--- src/design/vecm_consts.svh ---
`ifndef VECM_CONSTS_SVH
`define VECM_CONSTS_SVH

// ==========================================================================
// Register map.
`define VM_ADDR_W        7
`define VM_ADDR_CFG      7'h5F
`define VM_ADDR_THS_HI   7'h60
`define VM_ADDR_THS_LO   7'h61
`define VM_ADDR_CNT      7'h62
`define VM_ADDR_INITX_HI 7'h63
`define VM_ADDR_INITX_LO 7'h64
`define VM_ADDR_INITY_HI 7'h65
`define VM_ADDR_INITY_LO 7'h66
`define VM_ADDR_INITZ_HI 7'h67
`define VM_ADDR_INITZ_LO 7'h68

// ==========================================================================
// Field positions and constants.
`define VM_CFG_ELE       6
`define VM_CFG_INITM     5
`define VM_CFG_UPDM      4
`define VM_CFG_EN        3
`define VM_THS_DBCNTM    7
`define VM_BYTE_ZERO     8'h00
`define VM_CNT_ONE       8'h01
`define VM_AXIS_X        0
`define VM_AXIS_Y        1
`define VM_AXIS_Z        2

`endif

--- src/design/vecm_pkg.sv ---
package vecm_pkg;

  // ========================================================================
  // Types.
  typedef logic signed [13:0] accel_t;
  typedef logic [29:0]        sq_t;
  typedef logic [31:0]        mag_t;

  typedef struct packed {
    logic                 ele;
    logic                 initm;
    logic                 updm;
    logic                 en;
    logic                 en_d;
    logic                 dbcntm;
    logic [12:0]          ths;
    logic [7:0]           cnt;
    logic [2:0][13:0]     init;
    logic [2:0][13:0]     refv;
    logic [7:0]           dbc;
    logic                 cond;
    logic                 latch;
    logic                 flag;
    logic [7:0]           rd_data;
  } state_s;

endpackage

--- src/design/vecm_axis_sq.sv ---
`timescale 1ns/100ps

module vecm_axis_sq
  import vecm_pkg::*;
(
  // Axis values.
  input  wire accel_t sample_i,
  input  wire accel_t reference_i,
  // Squared difference.
  output sq_t         sq_o
);

  logic signed [14:0] diff;
  logic signed [29:0] prod;

  // ========================================================================
  // Square of the per-axis difference.
  always_comb begin
    diff = 15'(sample_i) - 15'(reference_i);
    prod = 30'(diff) * 30'(diff);
    sq_o = sq_t'(prod);
  end

endmodule

--- src/design/vecm_detector.sv ---
`timescale 1ns/100ps
`include "vecm_consts.svh"

module vecm_detector
  import vecm_pkg::*;
(
  // Clock and reset.
  input  wire logic                  ref_clk_i,
  input  wire logic                  reset_i,
  // Register port.
  input  wire logic [`VM_ADDR_W-1:0] reg_addr_i,
  input  wire logic                  reg_wr_i,
  input  wire logic [7:0]            reg_wdata_i,
  input  wire logic                  reg_rd_i,
  output logic      [7:0]            reg_rdata_o,
  input  wire logic                  int_src_read_i,
  // Acceleration samples.
  input  wire logic                  sample_valid_i,
  input  wire accel_t                accel_x_i,
  input  wire accel_t                accel_y_i,
  input  wire accel_t                accel_z_i,
  // Event output.
  output logic                       vecm_event_o
);

  state_s             st_r;
  state_s             st_nxt;
  accel_t             acc     [3];
  sq_t                sq      [3];
  mag_t               mag;
  mag_t               ths_sq;
  logic               above;
  logic               run;
  logic               en_rise;
  logic               met;
  logic [7:0]         dbc_step;

  assign acc[`VM_AXIS_X] = accel_x_i;
  assign acc[`VM_AXIS_Y] = accel_y_i;
  assign acc[`VM_AXIS_Z] = accel_z_i;

  // ========================================================================
  // Per-axis squared differences.
  // Difference per axis.
  for (genvar a = 0; a < 3; a++) begin : g_axis
    vecm_axis_sq u_sq (
      .sample_i    (acc[a]),
      .reference_i (accel_t'(st_r.refv[a])),
      .sq_o        (sq[a])
    );
  end

  // ========================================================================
  // Next-state logic.
  always_comb begin
    st_nxt   = st_r;
    mag      = mag_t'(sq[0]) + mag_t'(sq[1]) + mag_t'(sq[2]);
    ths_sq   = mag_t'(26'(st_r.ths) * 26'(st_r.ths));
    above    = mag > ths_sq;
    en_rise  = st_r.en && !st_r.en_d;
    run      = st_r.en && st_r.en_d && sample_valid_i;
    met      = 1'b0;
    dbc_step = st_r.dbc;
    st_nxt.en_d = st_r.en;
    if (!st_r.en) begin
      st_nxt.dbc  = `VM_BYTE_ZERO;
      st_nxt.cond = 1'b0;
    end
    if (en_rise) begin
      st_nxt.dbc = `VM_BYTE_ZERO;
      for (int a = 0; a < 3; a++) begin
        st_nxt.refv[a] = st_r.initm ? st_r.init[a] : acc[a];
      end
    end
    if (st_r.en && st_r.initm && st_r.updm) begin
      st_nxt.refv = st_r.init;
    end
    if (run) begin
      if (above) begin
        if (st_r.dbc < st_r.cnt) begin
          dbc_step = st_r.dbc + `VM_CNT_ONE;
        end else begin
          dbc_step = st_r.cnt;
        end
        met = (dbc_step == st_r.cnt);
      end else if (st_r.dbcntm) begin
        dbc_step = `VM_BYTE_ZERO;
      end else if (st_r.dbc != `VM_BYTE_ZERO) begin
        dbc_step = st_r.dbc - `VM_CNT_ONE;
      end
      st_nxt.dbc  = dbc_step;
      st_nxt.cond = met;
      if (met && !st_r.updm) begin
        for (int a = 0; a < 3; a++) begin
          st_nxt.refv[a] = acc[a];
        end
      end
    end
    // Latch clear by source read; a new event wins.
    if (int_src_read_i) begin
      st_nxt.latch = 1'b0;
    end
    if (met) begin
      st_nxt.latch = 1'b1;
    end
    // Register writes.
    if (reg_wr_i) begin
      case (reg_addr_i)
        `VM_ADDR_CFG: begin
          st_nxt.ele   = reg_wdata_i[`VM_CFG_ELE];
          st_nxt.initm = reg_wdata_i[`VM_CFG_INITM];
          st_nxt.updm  = reg_wdata_i[`VM_CFG_UPDM];
          st_nxt.en    = reg_wdata_i[`VM_CFG_EN];
        end
        // Threshold high part and debounce mode.
        `VM_ADDR_THS_HI: begin
          st_nxt.dbcntm     = reg_wdata_i[`VM_THS_DBCNTM];
          st_nxt.ths[12:8]  = reg_wdata_i[4:0];
        end
        `VM_ADDR_THS_LO:   st_nxt.ths[7:0] = reg_wdata_i;
        `VM_ADDR_CNT:      st_nxt.cnt      = reg_wdata_i;
        `VM_ADDR_INITX_HI: st_nxt.init[`VM_AXIS_X][13:8] = reg_wdata_i[5:0];
        `VM_ADDR_INITX_LO: st_nxt.init[`VM_AXIS_X][7:0]  = reg_wdata_i;
        `VM_ADDR_INITY_HI: st_nxt.init[`VM_AXIS_Y][13:8] = reg_wdata_i[5:0];
        `VM_ADDR_INITY_LO: st_nxt.init[`VM_AXIS_Y][7:0]  = reg_wdata_i;
        `VM_ADDR_INITZ_HI: st_nxt.init[`VM_AXIS_Z][13:8] = reg_wdata_i[5:0];
        `VM_ADDR_INITZ_LO: st_nxt.init[`VM_AXIS_Z][7:0]  = reg_wdata_i;
        default: begin
        end
      endcase
    end
    // Read mux without the working references.
    if (reg_rd_i) begin
      case (reg_addr_i)
        `VM_ADDR_CFG: begin
          st_nxt.rd_data                = `VM_BYTE_ZERO;
          st_nxt.rd_data[`VM_CFG_ELE]   = st_r.ele;
          st_nxt.rd_data[`VM_CFG_INITM] = st_r.initm;
          st_nxt.rd_data[`VM_CFG_UPDM]  = st_r.updm;
          st_nxt.rd_data[`VM_CFG_EN]    = st_r.en;
        end
        `VM_ADDR_THS_HI:   st_nxt.rd_data = {st_r.dbcntm, 2'b00, st_r.ths[12:8]};
        `VM_ADDR_THS_LO:   st_nxt.rd_data = st_r.ths[7:0];
        `VM_ADDR_CNT:      st_nxt.rd_data = st_r.cnt;
        `VM_ADDR_INITX_HI: st_nxt.rd_data = {2'b00, st_r.init[`VM_AXIS_X][13:8]};
        `VM_ADDR_INITX_LO: st_nxt.rd_data = st_r.init[`VM_AXIS_X][7:0];
        `VM_ADDR_INITY_HI: st_nxt.rd_data = {2'b00, st_r.init[`VM_AXIS_Y][13:8]};
        `VM_ADDR_INITY_LO: st_nxt.rd_data = st_r.init[`VM_AXIS_Y][7:0];
        `VM_ADDR_INITZ_HI: st_nxt.rd_data = {2'b00, st_r.init[`VM_AXIS_Z][13:8]};
        `VM_ADDR_INITZ_LO: st_nxt.rd_data = st_r.init[`VM_AXIS_Z][7:0];
        default:           st_nxt.rd_data = `VM_BYTE_ZERO;
      endcase
    end
    st_nxt.flag = st_nxt.ele ? st_nxt.latch : st_nxt.cond;
  end

  // ========================================================================
  // State register.
  always_ff @(posedge ref_clk_i) begin
    if (reset_i) begin
      st_r <= '0;
    end else begin
      st_r <= st_nxt;
    end
  end

  assign reg_rdata_o  = st_r.rd_data;
  assign vecm_event_o = st_r.flag;
endmodule

--- config.mk ---
export PLATFORM = sky130hd
export DESIGN_NAME = vecm_detector
export DESIGN_NICKNAME = d
export VERILOG_FILES = /design/src/design/vecm_pkg.sv /design/src/design/vecm_axis_sq.sv /design/src/design/vecm_detector.sv
export VERILOG_INCLUDE_DIRS = /design/src /design/src/design
export SDC_FILE = /design/constraint.sdc
export NUM_CORES = 2
export LEC_CHECK = 0
export BUFFER_PORTS_ARGS = -buffer_cell sky130_fd_sc_hd__buf_2
export CORE_MARGIN = 3
export CORE_UTILIZATION = 44
export DETAILED_ROUTE_END_ITERATION = 10
export HOLD_SLACK_MARGIN = 0.12
export PLACE_DENSITY = 0.63
export SLEW_MARGIN = 20
export SYNTH_ARGS = -nofsm -noshare
export SYNTH_HDL_FRONTEND = slang
export SYNTH_SLANG_ARGS = --single-unit
--- constraint.sdc ---
create_clock -name ref_clk_i -period 23.2 [get_ports ref_clk_i]
set_input_delay 2.32 -clock ref_clk_i [delete_from_list [all_inputs] [get_ports ref_clk_i]]
set_output_delay 2.32 -clock ref_clk_i [all_outputs]
set_load 0.01 [all_outputs]
==> flow_summary.ini <==
[run_status]
status = finished clean

[yosys]
syn_area_um2 = 38670
synthCells = 4504
synth_area_per_cell_um2 = 8.585
ys.flop_type = dfxtp_1
ys_ff_latch = 130
synth-edff-count = 0
synth_top_area_cell = fa_1
ys_warn_count = 0
ys_seq_area_share_pct = 6.731
yosys-top-cells-area = fa_1 37%, ha_1 14%, inv_1 10%
ys_types = 80
synth_fp_nets = 5715
yosysTopAreaCellShare_pct = 37.49
async_flop_share_pct = 0

[min_path]
hold_path.class = reg -> reg
hold_path_end = reg_rdata_o[3]
worstHoldStart = reg_rdata_o[3]
worstHoldPathCells = 2

[floorplan]
rows = 108
io_pins = 72
start_util_pct = 44.50
core_area_um2 = 86890
design.die.area_um2 = 91470
die_y_um = 302.4
die_x_um = 302.4

[clock_network]
clk_latency_ns = 0.44
cts.repair.resized = 0
htree_levels = 4
clockBufferDepth = 2
postCtsHoldBufs = 0
cts_tree = done
clock-root-buffer = clkbuf_16
clock_sinks = 130
clkTransAtPathRegs_ns = 0.06
post_cts_buffers = 0
cts_inserted_buffers = 17

[timing]
rsz0062_at_grt = no
finalCritPeriodShare_pct = 69.03
setup_viol_count_final = 0
relSlewSlack_pct = 29.89
fmax_mhz = 62.44
slew_viol_final = 0
setup_tns_ns = 0
period_needed_ns = 16.02
hold_viol = 0
tightest_slew_ns = 1.052
fin_skew_ns = 0.02071

[global_routing]
grt_pass1_vias = 30773
grt_max_degree = 74
grt_util_all_layers_pct = 22.77
grt_pass1_wl_um = 165400
antenna_found_initial = 4
grt_overflow = 0

[setup_path]
crit_fanout = 44
crit_path_max_incr_delay_ns = 0.84
crit_family = adder cells
reg2reg_depth = 50
critPathKind = in -> reg
required_ns = 23.54
r2r-start = st_r[33]
slowest_stage = xor2_1
r2r-end = st_r[45]
crit_buf_inv = 9
start_kind = primary input
cpMostUsedCell = fa_1
r2r_setup_slack_ns = 8.89
crit_arrival_ns = 16.36
critPathCaptureType = flip-flop

[route]
drt_iter0_drc = 2184
detail-route-antenna-nets = 0
drc = 0
vias_per_cell = 5.287
wire_per_inst_um = 17.80
vias = 29869
drt_wl_total_um = 100600
drt-pass1-iter-count = 5

[final_layout]
final_common_cell = inv_1
drive_above_1_share_pct = 4.250
mostFrequentLayoutCells = 1,042 x inv_1, 724 x fa_1, 424 x ha_1, 381 x nor2_1, 362 x nand2_1
area_delta_synth_final_pct = 5.397
nets = 5693
stdcell_count = 5650

[placement]
dp_cells = 5618
dp_hpwl_um = 83860
gp_congestion = 0.9160
port_buffers = 71

[run]
maxCapViolCount = 0
[cells by family (layout without fill, tap and decap cells)]
group                    Yosys count  in the layout  share of synthesized area [%]
adder cells (fa/ha/maj)         1148           1148                          51.21
XOR/XNOR                         196            196                          4.440
flip-flops                       130            130                          6.731
AO/OA/AOI/OAI                    589            589                          9.999
AND/OR/NAND/NOR                 1154           1154                          13.43
multiplexers                      77             77                          2.255
other                              0              1                              0
buffers and inverters           1210           1200                          11.94
[worst max path at each step]
stage                             from       end  slack, ns  depth (start not counted)
after CTS                 accel_y_i[0]  st_r[45]       7.32                         52
after global placement    accel_y_i[0]  st_r[13]       6.29                         51
final                     accel_y_i[0]  st_r[45]       7.18                         52
after global routing      accel_x_i[0]  st_r[19]       6.30                         53
after floorplan           accel_x_i[0]  st_r[16]       8.62                         53
after detailed placement  accel_y_i[0]  st_r[25]       6.90                         52
[worst register-to-register path: cells and delay by family (launching register included)]
family / cells / cell delay, ns
xor+xnor: 3 / 1.45
compound gates: 21 / 4.57
fa+ha+maj: 12 / 5.08
buf+inv: 7 / 0.81
flops: 1 / 0.34
simple gates: 7 / 1.95
[per-layer routing]
metal / vias to the layer above / wire length (µm) / global-route usage (%)
li1: 14039 / - / -
met1: 14890 / 44960 / 32.19
met2: 828 / 48050 / 38.36
met3: 108 / 5889 / 2.469
met4: 4 / 1623 / 3.972
met5: - / 27 / 0
[synth_stat cells (8+ instances only)]
library cell	count
xor2_1	76
nor2_1	381
o2111ai_1	8
xnor2_1	120
and2_1	58
o21a_1	24
or3_1	26
a21oi_1	180
ha_1	424
nor3_1	91
nand4_1	12
a21o_1	47
clkinv_1	9
fa_1	724
o221ai_1	41
nand2_1	362
buf_4	8
a31oi_1	19
nor2b_1	34
clkbuf_1	125
o211ai_1	14
o21bai_1	15
a211o_1	12
or2_2	9
a21boi_0	11
nand2b_1	33
o21ai_0	123
inv_1	1042
buf_1	8
mux4_2	8
mux2i_1	68
nand3_1	95
a211oi_1	12
dfxtp_1	130
and3_1	24
[state kept, by name (all words and copies together), names as in the netlist]
signal and cells:
reg_rdata_o 8, st_nxt 1, st_r 120, vecm_event_o 1
[per-stage QoR]
| step | instance area, µm² | hold WS [ns] | util (%) | worst slack (ns) |
|---|---|---|---|---|
| 4_1_cts | 40750 | 0.4728 | 46.89 | 7.320 |
| 3_3_place_gp | 40150 | 0.4616 | 46.21 | 6.288 |
| 2_1_floorplan | 38670 | 0.4444 | - | 8.620 |
| 5_1_grt | 40750 | 0.4907 | 46.90 | 6.296 |
| 6_report | 40750 | 0.4709 | 46.90 | 7.185 |
| 3_5_place_dp | 40170 | 0.4630 | 46.23 | 6.899 |
[final cells by class]
class	instances	area, µm²
Clock inverter	12	135.1
Sequential cell	130	2604
Tap cell	1155	1445
Fill cell	8467	46140
Clock buffer	19	442.9
Antenna cell	1	2.502
Inverter	1057	3968
Multi-Input combinational cell	3164	31490
Timing Repair Buffer	112	663.1
Power is left out: the tool's default activity adds up to more than one toggle a clock period on the data nets, which glitch-free logic cannot reach.
